`config.mk`:
```
export PLATFORM = sky130hd
export DESIGN_NAME = lps_sequencer
export DESIGN_NICKNAME = d
export VERILOG_FILES = /design/src/include/lps_pkg.sv /design/src/hdl/lps_sequencer.sv /design/src/hdl/lps_sync.sv /design/src/hdl/lps_wake_det.sv
export SDC_FILE = /design/constraint.sdc
export NUM_CORES = 1
export LEC_CHECK = 0
export BUFFER_PORTS_ARGS = -buffer_cell sky130_fd_sc_hd__buf_2
export CAP_MARGIN = 20
export CORE_MARGIN = 3
export CORE_UTILIZATION = 50
export CTS_BUF_LIST = sky130_fd_sc_hd__clkbuf_8
export CTS_CLUSTER_DIAMETER = 80
export DETAILED_ROUTE_END_ITERATION = 8
export PLACE_DENSITY_LB_ADDON = 0.12
export REMOVE_ABC_BUFFERS = 1
export SLEW_MARGIN = 20
export SYNTH_ARGS = -nofsm -noshare
export SYNTH_HDL_FRONTEND = slang
export SYNTH_SLANG_ARGS = --single-unit
```
`constraint.sdc`:
```
create_clock -name CLK_IN -period 4.15 [get_ports CLK_IN]
set_clock_uncertainty 0.2 [all_clocks]
set_input_delay 0.415 -clock CLK_IN [delete_from_list [all_inputs] [get_ports CLK_IN]]
set_output_delay 0.415 -clock CLK_IN [all_outputs]
set_load 0.01 [all_outputs]
```
`src/include/lps_pkg.sv`:
```
// constants shared by the low power sleep sequencer design files
package lps_pkg;
  localparam int unsigned CLK_PERIOD_PS = 5000;
  localparam int unsigned RC_OSC_STARTUP_US = 217;
  localparam int unsigned RC_OSC_STARTUP_CYC =
    (RC_OSC_STARTUP_US * 1000000 + CLK_PERIOD_PS - 1) / CLK_PERIOD_PS;
  localparam int unsigned WAKE_HOLD_US = 200;
  localparam int unsigned WAKE_HOLD_CYC =
    (WAKE_HOLD_US * 1000000 + CLK_PERIOD_PS - 1) / CLK_PERIOD_PS;
  localparam int unsigned DCDC_INTERVAL_NS = 10000;
  localparam int unsigned DLDO_INTERVAL_NS = 10000;
  localparam int unsigned RST_INTERVAL_NS = 10000;
  localparam logic [15:0] DCDC_INTERVAL_CYC =
    16'((DCDC_INTERVAL_NS * 1000 + CLK_PERIOD_PS - 1) / CLK_PERIOD_PS);
  localparam logic [15:0] DLDO_INTERVAL_CYC =
    16'((DLDO_INTERVAL_NS * 1000 + CLK_PERIOD_PS - 1) / CLK_PERIOD_PS);
  localparam logic [15:0] RST_INTERVAL_CYC =
    16'((RST_INTERVAL_NS * 1000 + CLK_PERIOD_PS - 1) / CLK_PERIOD_PS);
  localparam logic [7:0] OFS_CTRL = 8'h00;
  localparam logic [7:0] OFS_REG_EN = 8'h04;
  localparam logic [7:0] OFS_INT_DCDC = 8'h08;
  localparam logic [7:0] OFS_INT_DLDO = 8'h0C;
  localparam logic [7:0] OFS_INT_RST = 8'h10;
  localparam logic [7:0] OFS_CNT_LO = 8'h14;
  localparam logic [7:0] OFS_CNT_HI = 8'h18;
  localparam logic [7:0] OFS_CMP_LO = 8'h1C;
  localparam logic [7:0] OFS_CMP_HI = 8'h20;
  localparam logic [7:0] OFS_STATUS = 8'h24;
  localparam logic [7:0] OFS_MASK = 8'h28;
  localparam logic [7:0] OFS_STATE = 8'h2C;
  localparam int unsigned CTRL_GO_BIT = 0;
  localparam int unsigned CTRL_RET_BIT = 1;
  localparam int unsigned CTRL_EDGE_BIT = 2;
  localparam int unsigned EN_XTAL_BIT = 0;
  localparam int unsigned EN_DIO_BIT = 1;
  localparam int unsigned EN_DCDC_BIT = 2;
  localparam int unsigned EN_DIG_BIT = 3;
  localparam int unsigned ST_TIMER_BIT = 0;
  localparam int unsigned ST_PIN_BIT = 1;
  localparam int unsigned ST_BROWN_BIT = 2;
  localparam int unsigned ST_UP_BIT = 3;
  localparam logic [3:0] REG_EN_RST = 4'hF;
  localparam logic [3:0] MASK_RST = 4'h0;
  localparam logic EDGE_RISE_RST = 1'b1;
endpackage

```
`src/hdl/lps_sequencer.sv`:
```
// power key sequencer, sleep mode control and apb registers
//
// Summary of operation
// while the key is high the always-on domain stays powered
// with key high, regulators turn on by themselves in fixed order
// crystal and io regulators first, switching converter after interval
// software may reprogram intervals; later sequences use new values
// outside party raises the key about five supply rise times late
// wait for the internal rc oscillator before sequencing starts
// software switches each regulator on and off through registers
// io regulator only enabled when the io supply option is 1.8 V
// key low means deepest sleep with everything unpowered
// software register write enters the intermediate sleep mode
// key low during intermediate sleep drops to deepest sleep
// sleep ends when the counter reaches the programmed compare value
// sleep also ends on a qualified wake pin event
// retention sleep like intermediate sleep but retention memory powered
// data sram power is removed during sleep
// black-out clears all state like a reset; brown-out only flagged
// wake edge selectable, new level must hold 200 us
// 36-bit free-running counter advancing per slow clock tick
// main domain held in reset until converter and core ldo settle
`timescale 1ns/1ps
`default_nettype none
module lps_sequencer #(
  parameter int unsigned RC_WAIT_CYC = lps_pkg::RC_OSC_STARTUP_CYC,
  parameter int unsigned WAKE_HOLD_CYC = lps_pkg::WAKE_HOLD_CYC
) (
  input wire logic CLK_IN,
  input wire logic RESET_N_IN,
  input wire logic PSEL_IN,
  input wire logic PENABLE_IN,
  input wire logic PWRITE_IN,
  input wire logic [7:0] PADDR_IN,
  input wire logic [31:0] PWDATA_IN,
  output logic [31:0] PRDATA_OUT,
  output logic PREADY_OUT,
  output logic PSLVERR_OUT,
  input wire logic POWER_KEY_PIN_IN,
  input wire logic WAKE_PIN_IN,
  input wire logic RTC_TICK_IN,
  input wire logic IO_SUPPLY_1V8_IN,
  input wire logic BLACKOUT_IN,
  input wire logic BROWNOUT_IN,
  output logic RTC_DOMAIN_EN_OUT,
  output logic LDO_XTAL_EN_OUT,
  output logic LDO_DIO_EN_OUT,
  output logic DCDC_EN_OUT,
  output logic LDO_DIG_EN_OUT,
  output logic SRAM_PWR_EN_OUT,
  output logic RET_PWR_EN_OUT,
  output logic MAIN_RST_N_OUT,
  output logic IRQ_OUT
);
  typedef enum logic [2:0] {
    S_OFF, S_RCWAIT, S_WDCDC, S_WDLDO, S_WRST, S_ACTIVE, S_SLEEP
  } lps_state_t;

  typedef struct packed {
    lps_state_t state;
    logic [15:0] cnt;
    logic [35:0] rtc;
    logic [35:0] cmp;
    logic [15:0] int_dcdc;
    logic [15:0] int_dldo;
    logic [15:0] int_rst;
    logic [3:0] reg_en;
    logic ret_mode;
    logic edge_rise;
    logic [3:0] status;
    logic [3:0] mask;
    logic tick_d;
    logic aon;
    logic xtal;
    logic dio;
    logic dcdc;
    logic dig;
    logic sram;
    logic ret;
    logic main_rst_n;
    logic [31:0] prdata;
    logic pslverr;
  } lps_regs_t;

  localparam lps_regs_t ST_RST = '{
    state: S_OFF, cnt: 16'h0000, rtc: 36'h0, cmp: 36'h0,
    int_dcdc: lps_pkg::DCDC_INTERVAL_CYC,
    int_dldo: lps_pkg::DLDO_INTERVAL_CYC,
    int_rst: lps_pkg::RST_INTERVAL_CYC,
    reg_en: lps_pkg::REG_EN_RST, ret_mode: 1'b0,
    edge_rise: lps_pkg::EDGE_RISE_RST, status: 4'h0,
    mask: lps_pkg::MASK_RST, tick_d: 1'b0, aon: 1'b0, xtal: 1'b0,
    dio: 1'b0, dcdc: 1'b0, dig: 1'b0, sram: 1'b0, ret: 1'b0,
    main_rst_n: 1'b0, prdata: 32'h0, pslverr: 1'b0
  };

  lps_regs_t st_reg;
  lps_regs_t st_next;
  logic [5:0] pins_s;
  logic key_s;
  logic wake_s;
  logic tick_s;
  logic io1v8_s;
  logic blackout_s;
  logic brownout_s;
  logic wake_evt;
  logic tick;
  logic wr;
  logic wr_go;
  logic [3:0] set_v;
  logic [3:0] clr_v;
  logic [31:0] rdata;

  // every pin crosses into the clock domain before logic looks at it
  lps_sync #(
    .WIDTH(6)
  ) u_sync (
    .clk_in(CLK_IN),
    .rst_n_in(RESET_N_IN),
    .d_in({BROWNOUT_IN, BLACKOUT_IN, IO_SUPPLY_1V8_IN, RTC_TICK_IN,
      WAKE_PIN_IN, POWER_KEY_PIN_IN}),
    .q_out(pins_s)
  );
  assign key_s = pins_s[0];
  assign wake_s = pins_s[1];
  assign tick_s = pins_s[2];
  assign io1v8_s = pins_s[3];
  assign blackout_s = pins_s[4];
  assign brownout_s = pins_s[5];

  lps_wake_det #(
    .HOLD_CYC(WAKE_HOLD_CYC)
  ) u_wake (
    .clk_in(CLK_IN),
    .rst_n_in(RESET_N_IN),
    .arm_in(st_reg.state == S_SLEEP),
    .level_in(wake_s),
    .rising_in(st_reg.edge_rise),
    .wake_out(wake_evt)
  );

  function automatic logic mapped(input logic [7:0] a);
    mapped = (a[1:0] == 2'b00) && (a <= lps_pkg::OFS_STATE);
  endfunction

  // interval elapsed; a zero interval behaves as one cycle
  function automatic logic done(input logic [15:0] c, input logic [15:0] l);
    done = ({1'b0, c} + 17'h00001) >= {1'b0, l};
  endfunction

  assign tick = tick_s & ~st_reg.tick_d;
  assign wr = PSEL_IN && PENABLE_IN && PWRITE_IN && mapped(PADDR_IN);
  assign wr_go = wr && PADDR_IN == lps_pkg::OFS_CTRL &&
    PWDATA_IN[lps_pkg::CTRL_GO_BIT];

  always_comb begin
    case (PADDR_IN)
      lps_pkg::OFS_CTRL: rdata = {29'h0, st_reg.edge_rise,
        st_reg.ret_mode, 1'b0};
      lps_pkg::OFS_REG_EN: rdata = {28'h0, st_reg.reg_en};
      lps_pkg::OFS_INT_DCDC: rdata = {16'h0, st_reg.int_dcdc};
      lps_pkg::OFS_INT_DLDO: rdata = {16'h0, st_reg.int_dldo};
      lps_pkg::OFS_INT_RST: rdata = {16'h0, st_reg.int_rst};
      lps_pkg::OFS_CNT_LO: rdata = st_reg.rtc[31:0];
      lps_pkg::OFS_CNT_HI: rdata = {28'h0, st_reg.rtc[35:32]};
      lps_pkg::OFS_CMP_LO: rdata = st_reg.cmp[31:0];
      lps_pkg::OFS_CMP_HI: rdata = {28'h0, st_reg.cmp[35:32]};
      lps_pkg::OFS_STATUS: rdata = {28'h0, st_reg.status};
      lps_pkg::OFS_MASK: rdata = {28'h0, st_reg.mask};
      lps_pkg::OFS_STATE: rdata = {23'h0, io1v8_s, st_reg.main_rst_n,
        st_reg.ret, st_reg.sram, st_reg.dig, st_reg.dcdc,
        st_reg.dio, st_reg.xtal, 1'b0};
      default: rdata = 32'h0;
    endcase
  end

  always_comb begin
    st_next = st_reg;
    set_v = 4'h0;
    clr_v = 4'h0;
    st_next.tick_d = tick_s;
    st_next.aon = 1'b1;
    if (tick) begin
      st_next.rtc = st_reg.rtc + 36'h1;
    end
    // read data is latched in the setup phase, so the answer is ready
    // in the first access cycle with no wait states
    if (PSEL_IN && !PENABLE_IN) begin
      st_next.prdata = rdata;
      st_next.pslverr = !mapped(PADDR_IN);
    end
    if (wr) begin
      case (PADDR_IN)
        lps_pkg::OFS_CTRL: begin
          st_next.ret_mode = PWDATA_IN[lps_pkg::CTRL_RET_BIT];
          st_next.edge_rise = PWDATA_IN[lps_pkg::CTRL_EDGE_BIT];
        end
        lps_pkg::OFS_REG_EN: st_next.reg_en = PWDATA_IN[3:0];
        lps_pkg::OFS_INT_DCDC: st_next.int_dcdc = PWDATA_IN[15:0];
        lps_pkg::OFS_INT_DLDO: st_next.int_dldo = PWDATA_IN[15:0];
        lps_pkg::OFS_INT_RST: st_next.int_rst = PWDATA_IN[15:0];
        lps_pkg::OFS_CMP_LO: st_next.cmp[31:0] = PWDATA_IN;
        lps_pkg::OFS_CMP_HI: st_next.cmp[35:32] = PWDATA_IN[3:0];
        lps_pkg::OFS_STATUS: clr_v = PWDATA_IN[3:0];
        lps_pkg::OFS_MASK: st_next.mask = PWDATA_IN[3:0];
        default: st_next.mask = st_reg.mask;
      endcase
    end
    set_v[lps_pkg::ST_BROWN_BIT] = brownout_s;
    case (st_reg.state)
      S_OFF: begin
        st_next.state = S_RCWAIT;
        st_next.cnt = 16'h0000;
      end
      S_RCWAIT: begin
        if (done(st_reg.cnt, 16'(RC_WAIT_CYC))) begin
          st_next.xtal = 1'b1;
          st_next.dio = io1v8_s;
          st_next.state = S_WDCDC;
          st_next.cnt = 16'h0000;
        end else begin
          st_next.cnt = st_reg.cnt + 16'h0001;
        end
      end
      S_WDCDC: begin
        if (done(st_reg.cnt, st_reg.int_dcdc)) begin
          st_next.dcdc = 1'b1;
          st_next.state = S_WDLDO;
          st_next.cnt = 16'h0000;
        end else begin
          st_next.cnt = st_reg.cnt + 16'h0001;
        end
      end
      S_WDLDO: begin
        if (done(st_reg.cnt, st_reg.int_dldo)) begin
          st_next.dig = 1'b1;
          st_next.state = S_WRST;
          st_next.cnt = 16'h0000;
        end else begin
          st_next.cnt = st_reg.cnt + 16'h0001;
        end
      end
      S_WRST: begin
        if (done(st_reg.cnt, st_reg.int_rst)) begin
          st_next.main_rst_n = 1'b1;
          st_next.sram = 1'b1;
          st_next.ret = 1'b1;
          st_next.state = S_ACTIVE;
          set_v[lps_pkg::ST_UP_BIT] = 1'b1;
        end else begin
          st_next.cnt = st_reg.cnt + 16'h0001;
        end
      end
      S_ACTIVE: begin
        st_next.xtal = st_reg.reg_en[lps_pkg::EN_XTAL_BIT];
        st_next.dio = st_reg.reg_en[lps_pkg::EN_DIO_BIT] & io1v8_s;
        st_next.dcdc = st_reg.reg_en[lps_pkg::EN_DCDC_BIT];
        st_next.dig = st_reg.reg_en[lps_pkg::EN_DIG_BIT];
        // dropping the converter or core ldo puts the core back in reset
        st_next.main_rst_n = st_next.dcdc & st_next.dig;
        if (wr_go) begin
          st_next.state = S_SLEEP;
          st_next.xtal = 1'b0;
          st_next.dio = 1'b0;
          st_next.dcdc = 1'b0;
          st_next.dig = 1'b0;
          st_next.main_rst_n = 1'b0;
          st_next.sram = 1'b0;
          st_next.ret = PWDATA_IN[lps_pkg::CTRL_RET_BIT];
        end
      end
      S_SLEEP: begin
        if (st_reg.rtc == st_reg.cmp || wake_evt) begin
          set_v[lps_pkg::ST_TIMER_BIT] = st_reg.rtc == st_reg.cmp;
          set_v[lps_pkg::ST_PIN_BIT] = wake_evt;
          // the rc oscillator is still running, so its wait is skipped
          st_next.state = S_WDCDC;
          st_next.cnt = 16'h0000;
          st_next.xtal = 1'b1;
          st_next.dio = io1v8_s;
          st_next.ret = 1'b1;
        end
      end
      default: st_next.state = S_OFF;
    endcase
    // a clear in the same cycle as an event never loses the event
    st_next.status = (st_reg.status & ~clr_v) | set_v;
    if (!key_s || blackout_s) begin
      st_next = ST_RST;
    end
  end

  always_ff @(posedge CLK_IN or negedge RESET_N_IN) begin
    if (!RESET_N_IN) begin
      st_reg <= ST_RST;
    end else begin
      st_reg <= st_next;
    end
  end

  assign PREADY_OUT = 1'b1;
  assign PRDATA_OUT = st_reg.prdata;
  assign PSLVERR_OUT = st_reg.pslverr;
  assign RTC_DOMAIN_EN_OUT = st_reg.aon;
  assign LDO_XTAL_EN_OUT = st_reg.xtal;
  assign LDO_DIO_EN_OUT = st_reg.dio;
  assign DCDC_EN_OUT = st_reg.dcdc;
  assign LDO_DIG_EN_OUT = st_reg.dig;
  assign SRAM_PWR_EN_OUT = st_reg.sram;
  assign RET_PWR_EN_OUT = st_reg.ret;
  assign MAIN_RST_N_OUT = st_reg.main_rst_n;
  assign IRQ_OUT = |(st_reg.status & st_reg.mask);
endmodule
`default_nettype wire

```
`src/hdl/lps_sync.sv`:
```
// two flip-flop synchroniser for asynchronous input pins
`timescale 1ns/1ps
`default_nettype none
module lps_sync #(
  parameter int unsigned WIDTH = 1
) (
  input wire logic clk_in,
  input wire logic rst_n_in,
  input wire logic [WIDTH-1:0] d_in,
  output logic [WIDTH-1:0] q_out
);
  typedef struct packed {
    logic [WIDTH-1:0] meta;
    logic [WIDTH-1:0] sync;
  } lps_sync_t;
  lps_sync_t sy_reg;
  lps_sync_t sy_next;

  always_comb begin
    sy_next.meta = d_in;
    sy_next.sync = sy_reg.meta;
  end

  always_ff @(posedge clk_in or negedge rst_n_in) begin
    if (!rst_n_in) begin
      sy_reg <= '0;
    end else begin
      sy_reg <= sy_next;
    end
  end

  assign q_out = sy_reg.sync;
endmodule
`default_nettype wire

```
`src/hdl/lps_wake_det.sv`:
```
// wake pin edge detector with minimum hold qualification
`timescale 1ns/1ps
`default_nettype none
module lps_wake_det #(
  parameter int unsigned HOLD_CYC = 40000
) (
  input wire logic clk_in,
  input wire logic rst_n_in,
  input wire logic arm_in,
  input wire logic level_in,
  input wire logic rising_in,
  output logic wake_out
);
  localparam int unsigned CW = $clog2(HOLD_CYC + 1);
  typedef struct packed {
    logic prev;
    logic busy;
    logic [CW-1:0] cnt;
    logic evt;
  } lps_wdet_t;
  lps_wdet_t wd_reg;
  lps_wdet_t wd_next;

  // a transition only counts once the new level has stood the full hold
  always_comb begin
    wd_next = wd_reg;
    wd_next.prev = level_in;
    wd_next.evt = 1'b0;
    if (!arm_in) begin
      wd_next.busy = 1'b0;
      wd_next.cnt = '0;
    end else if (wd_reg.busy) begin
      if (level_in != rising_in) begin
        wd_next.busy = 1'b0;
      end else if (wd_reg.cnt == CW'(HOLD_CYC - 1)) begin
        wd_next.busy = 1'b0;
        wd_next.evt = 1'b1;
      end else begin
        wd_next.cnt = wd_reg.cnt + CW'(1);
      end
    end else if (level_in == rising_in && wd_reg.prev != rising_in) begin
      wd_next.busy = 1'b1;
      wd_next.cnt = '0;
    end
  end

  always_ff @(posedge clk_in or negedge rst_n_in) begin
    if (!rst_n_in) begin
      wd_reg <= '0;
    end else begin
      wd_reg <= wd_next;
    end
  end

  assign wake_out = wd_reg.evt;
endmodule
`default_nettype wire

```
### Word level (Yosys, flattened, before mapping)

Cells that the tools add are included.

| operators by class | value |
|---|---|
| bitwise operators | 8 |
| order comparisons | 5 |
| equal/unequal tests | 32 |
| multiplexer cells | 55 |
| $add $sub $neg | 4 |
| reductions and logical operators | 51 |

Operators by type and width:

| operator | count |
|---|---|
| $pmux 32 s12 | 1 |
| $mux 195 | 1 |
| $mux 16 | 8 |
| $pmux 16 s6 | 1 |
| $mux 90 | 1 |
| $mux 17 | 4 |
| $ge 17x16->1 | 3 |
| $add 36x1->36 const B | 1 |
| $eq 36x36->1 | 1 |
| $mux 36 | 1 |
| $mux 33 | 1 |
| $add 16x1->16 const B | 2 |
| $eq 8x5->1 const B | 4 |
| $eq 8x6->1 const B | 4 |
| $mux 32 | 1 |
| $ne 3x3->1 const B | 10 |
| $mux 4 | 6 |
| $reduce_and 2->1 | 11 |
| $reduce_bool 2->1 | 11 |
| $pmux 3 s7 | 1 |
| $mux 19 | 1 |
| $mux 3 | 6 |
| $add 16x1->17 const B | 1 |
| $ge 17x16->1 const B | 1 |
| other kinds (33) | 73 |

| word-level totals | value |
|---|---|
| bits in registers | 226 |
| bits of input ports | 51 |
| logic and storage cells | 185 |
| output and inout port bits | 43 |

### Longest topological paths before layout

| logic depth | value |
|---|---|
| depth after elaboration | 8 |
| mapped depth | 17 |
| depth with buffers taken out | 15 |

### Cells and area by module

A second synthesis with hierarchy kept.

| second synthesis, totals | value |
|---|---|
| cells, all modules | 1,340 |
| area total of the unflattened synthesis | 12,674.7 um^2 |

Modules (own cells, without submodules):

| module | instances | cells an instance | area each (um^2) | seq. area each (um^2) |
|---|---|---|---|---|
| lps_sequencer | 1 | 1,206 | 11,218.3 | 4,908.5 |
| lps_wake_det | 1 | 122 | 1,156.1 | 475.5 |
| lps_sync | 1 | 12 | 300.3 | 300.3 |

### Least setup slack after synthesis

Ideal clock, no wire load.

| timing path | value |
|---|---|
| path kind | flip-flop to flip-flop |
| start point | register st_reg[176] in the netlist's numbering |
| end point | register st_reg[193] in the netlist's numbering |
| period minus slack after synthesis | 4,210 ps |
| path buffers | 1 |
| stages on the path, launching flop included | 17 |
| required time | 3,876 ps |
| data arrival time | 3,936 ps |
| library setup time | 74 ps |
| setup slack | -60 ps |
| cells stage by stage | dfrtp_1 ha_1 buf_4 nand2_1 nor4_4 nand3_1 xnor2_1 ha_1 nand4_1 or3_1 a311o_1 a31oi_1 o21ai_0 a21oi_4 nand2_1 or4b_4 a21oi_2 |

| on the way | value |
|---|---|
| longest elaborated chain between the ends | 4 |
| elaborated cells between the ends (all ways) | 10 |
| those cells by class | add/sub (1); order compare (4); eq/ne (4); reduce/logical (1) |

RTL lines:

| item | line | RTL |
|---|---|---|
| from (decl) | lps_sequencer.sv:97 | `lps_regs_t st_reg;` |
| from (signal assigned) | lps_sequencer.sv:297 | `st_reg <= st_next;` |
| $add 16x1->17 (*) | lps_sequencer.sv:148 | `done = ({1'b0, c} + 17'h00001) >= {1'b0, l};` |
| $ge 17x16->1 | lps_sequencer.sv:148 |  |
| $ne 3x3->1 (no line) | -- |  |
| $reduce_and 6->1 (no line) (*) | -- |  |

Every way passes the cells marked *; elsewhere a longest branch is shown, timed or not.
A chain may end at the register's enable or synchronous reset.

### Worst setup path after layout

| timing path | value |
|---|---|
| start point | register st_reg[180] in the netlist's numbering |
| end point | register st_reg[193] in the netlist's numbering |

Same word-level chain as after synthesis.

==> results_dict.tcl <==
set metrics [dict create \
    run_status "completed" \
    crit_fanout 6 \
    fillerInstances 2212 \
    power_density_nw_per_um2 307 \
    core_area_um2 24400 \
    stdcell_count 1828 \
    num_vias 10600 \
    diodes 0 \
    p_total_w 0.00445 \
    seq_area_frac_synth 0.457 \
    htreeDepth 2 \
    numPortBuffers 92 \
    crit_path_end_kind "register" \
    synth_edf_count 0 \
    worst_pin_slew_ns 1.06 \
    clk_pin_slew_ns 0.06 \
    min_period_over_period 0.960 \
    relSlewSlack 0.289 \
    p_leak_nw 6.82 \
    netlist_instances 1345 \
    hold_viol_final 0 \
    fin_util 0.594 \
    fp.dieW_um 164 \
    syn_area_um2 12400 \
    cts_buffers 41 \
    max-vdd-ir-drop_v 0.000213 \
    hold_path.class "primary input to register" \
    wl_per_cell_um 19.6 \
    antenna_found_initial 0 \
    cp_data_required_time_ns 4.43 \
    synthArstFlopShare 1.00 \
    finalSetupViolCount 0 \
    cts_root_buf "clkbuf_8" \
    drc 0 \
    drt_iter0_markers 936 \
    avgSynthCellArea_um2 9.24 \
    synth.most_common_cell "nand2_1" \
    cpPeakStageDelay_ns 0.53 \
    design_area_um2 14500 \
    globalRouteOverflowTotal 0 \
    cp.arrival_ns 4.26 \
    slowest_stage "or4b_4" \
    slew_violations 0 \
    synth_top_area_cell "dfrtp_1" \
    ys_seq_elements 226 \
    drive_gt1_frac 0.180 \
    synth_commonest_cells "nand2_1 (209), dfrtp_1 (203), nor2_1 (101)" \
    die_y_um 164 \
    grt_pass1_vias 10200 \
    largest_reg_flops 154 \
    ys_warn_count 0 \
    ioPinCount 94 \
    grtUsageTotal 0.269 \
    setup_tns_ns 0 \
    gp_congestion 0.932 \
    dieArea_um2 26800 \
    synth_top_area_frac 0.409 \
    start_util 0.510 \
    ant_nets 0 \
    syn_to_final_growth_pct 16.5 \
    netlist_top_cells_area "dfrtp_1 (41%), nand2_1 (6.3%), dfstp_2 (4.9%)" \
    synth_cell_type_count 76 \
    cap_viol_max_count 0 \
    wl_um 35800 \
    worst-path-buf-inv 2 \
    crit_path_cell_trace "buf_4, nand4_1, nor3_2, nand2_2, xnor2_2, ha_1, nand2_1, nor4_2, o22ai_1, a21oi_1, o32ai_2, buf_4, a211o_1, or4b_4, a21oi_2" \
    dp_hpwl_um 25500 \
    grt_max_degree 78 \
    cts_tree "yes" \
    grt_pass1_wl_um 56700 \
    ctsLongestPathBuffers 3 \
    start_kind "register" \
    rows 57 \
    place_inst 1715 \
    dpl_cell_area_um2 13300 \
    max_freq_ghz 0.251 \
    path_delay_family "simple AND/OR/NAND/NOR gates" \
    fin_nets 1572 \
    path_common_cell "buf_4" \
    worstSetupPathType "register to register" \
    clkLatencyLatePin_ns 0.55 \
    first_pass_iters 6 \
    drt-vias-per-instance 5.81 \
    synth_ff_type "dfrtp_1" \
    period_needed_ns 3.98 \
    cts_sinks 226 \
]
## layer usage
layer	routed length, µm	track usage	share of wire	up-vias
li1	-	-	-	4995
met1	16800	0.406	0.47	5174
met2	15500	0.398	0.43	386
met3	2430	0.0376	0.068	70
met4	1020	0.0892	0.029	0
met5	0	0	0	-
## kinds of logic after synthesis
family          count (synthesis)  share of synthesized area
simple gates                  473                      0.177
flops                         226                      0.457
mux                            17                     0.0139
xor+xnor                       83                     0.0597
buf+inv                       159                     0.0594
fa+ha+maj                      46                     0.0463
compound gates                340                      0.187
other cells                     1                   0.000302
## placed cells by master, fill, tap and decap left out, types with 15 or more instances in the layout
master / count
buf_2: 91
a22o_1: 40
buf_4: 60
xor2_1: 66
nand4_1: 16
inv_1: 74
clkbuf_8: 50
o211ai_1: 17
nor3_1: 18
a21oi_1: 72
nand2_1: 207
nand3_1: 36
ha_1: 45
dlygate4sd3_1: 37
o21ai_0: 63
dfrtp_1: 202
dfstp_2: 23
a21o_1: 15
a22oi_1: 45
and3_1: 25
mux2i_1: 15
nor2_1: 97
## power breakdown
part	switching [W]	total, W	internal, W	leakage [nW]
clock network	0.000921	0.00200	0.00108	0.469
logic	0.000142	0.000215	0.0000727	3.31
registers	0.0000122	0.00223	0.00222	3.04
total	0.00107	0.00445	0.00337	6.82
## worst register-to-register path: cells and delay by family (launching register included)
family	cells	cell delay (ns)
AND/OR/NAND/NOR	6	1.54
adder cells (fa/ha/maj)	1	0.31
XOR/XNOR	1	0.17
buffers and inverters	2	0.34
AO/OA/AOI/OAI	5	0.95
flip-flops	1	0.39
## final timing paths
check                                                 start  cells past startpoint                   endpoint  slack [ns]
worst max register to register      st_reg[180]$_DFFE_PN0P_                     15    st_reg[193]$_DFFE_PN0P_        0.17
max in group asynchronous                        RESET_N_IN                      3  PRDATA_OUT[6]$_DFFE_PN0P_        2.50
min in group asynchronous                        RESET_N_IN                      2    st_reg[187]$_DFFE_PN0P_        0.24
worst max-delay path                st_reg[180]$_DFFE_PN0P_                     15    st_reg[193]$_DFFE_PN0P_        0.17
worst min-delay path                           PWDATA_IN[2]                      3     st_reg[90]$_DFFE_PN0P_        0.02
worst min register to register  u_sync.sy_next[2]$_DFF_PN0_                      0  u_sync.q_out[2]$_DFF_PN0_        0.14
## metrics by stage
step	hold slack, ns	setup WS [ns]
5_1_grt	0.0239	-0.0158
4_1_cts	0.00861	0.0433
3_5_place_dp	0.135	0.0597
6_report	0.0208	0.165
3_3_place_gp	0.133	0.104
2_1_floorplan	-0.0806	-0.946
## cell type report
type | instances | area, µm² | area share
Timing Repair Buffer | 190 | 1310 | 0.0905
Inverter | 56 | 210 | 0.0145
Sequential cell | 226 | 5690 | 0.393
Multi-Input combinational cell | 960 | 6100 | 0.421
Clock inverter | 22 | 88.8 | 0.00613
Clock buffer | 50 | 688 | 0.0475
Tap cell | 324 | 405 | 0.0280
## timing repair
item                                    in CTS  in global routing
hold endpoints to repair                   137                  0
endpoints found under the setup margin       0                 18
buffers inserted                             0                  4
hold buffers                                37                  0
gates resized for setup                      0                 13
No activity file was read; power rests on OpenSTA's default activity.
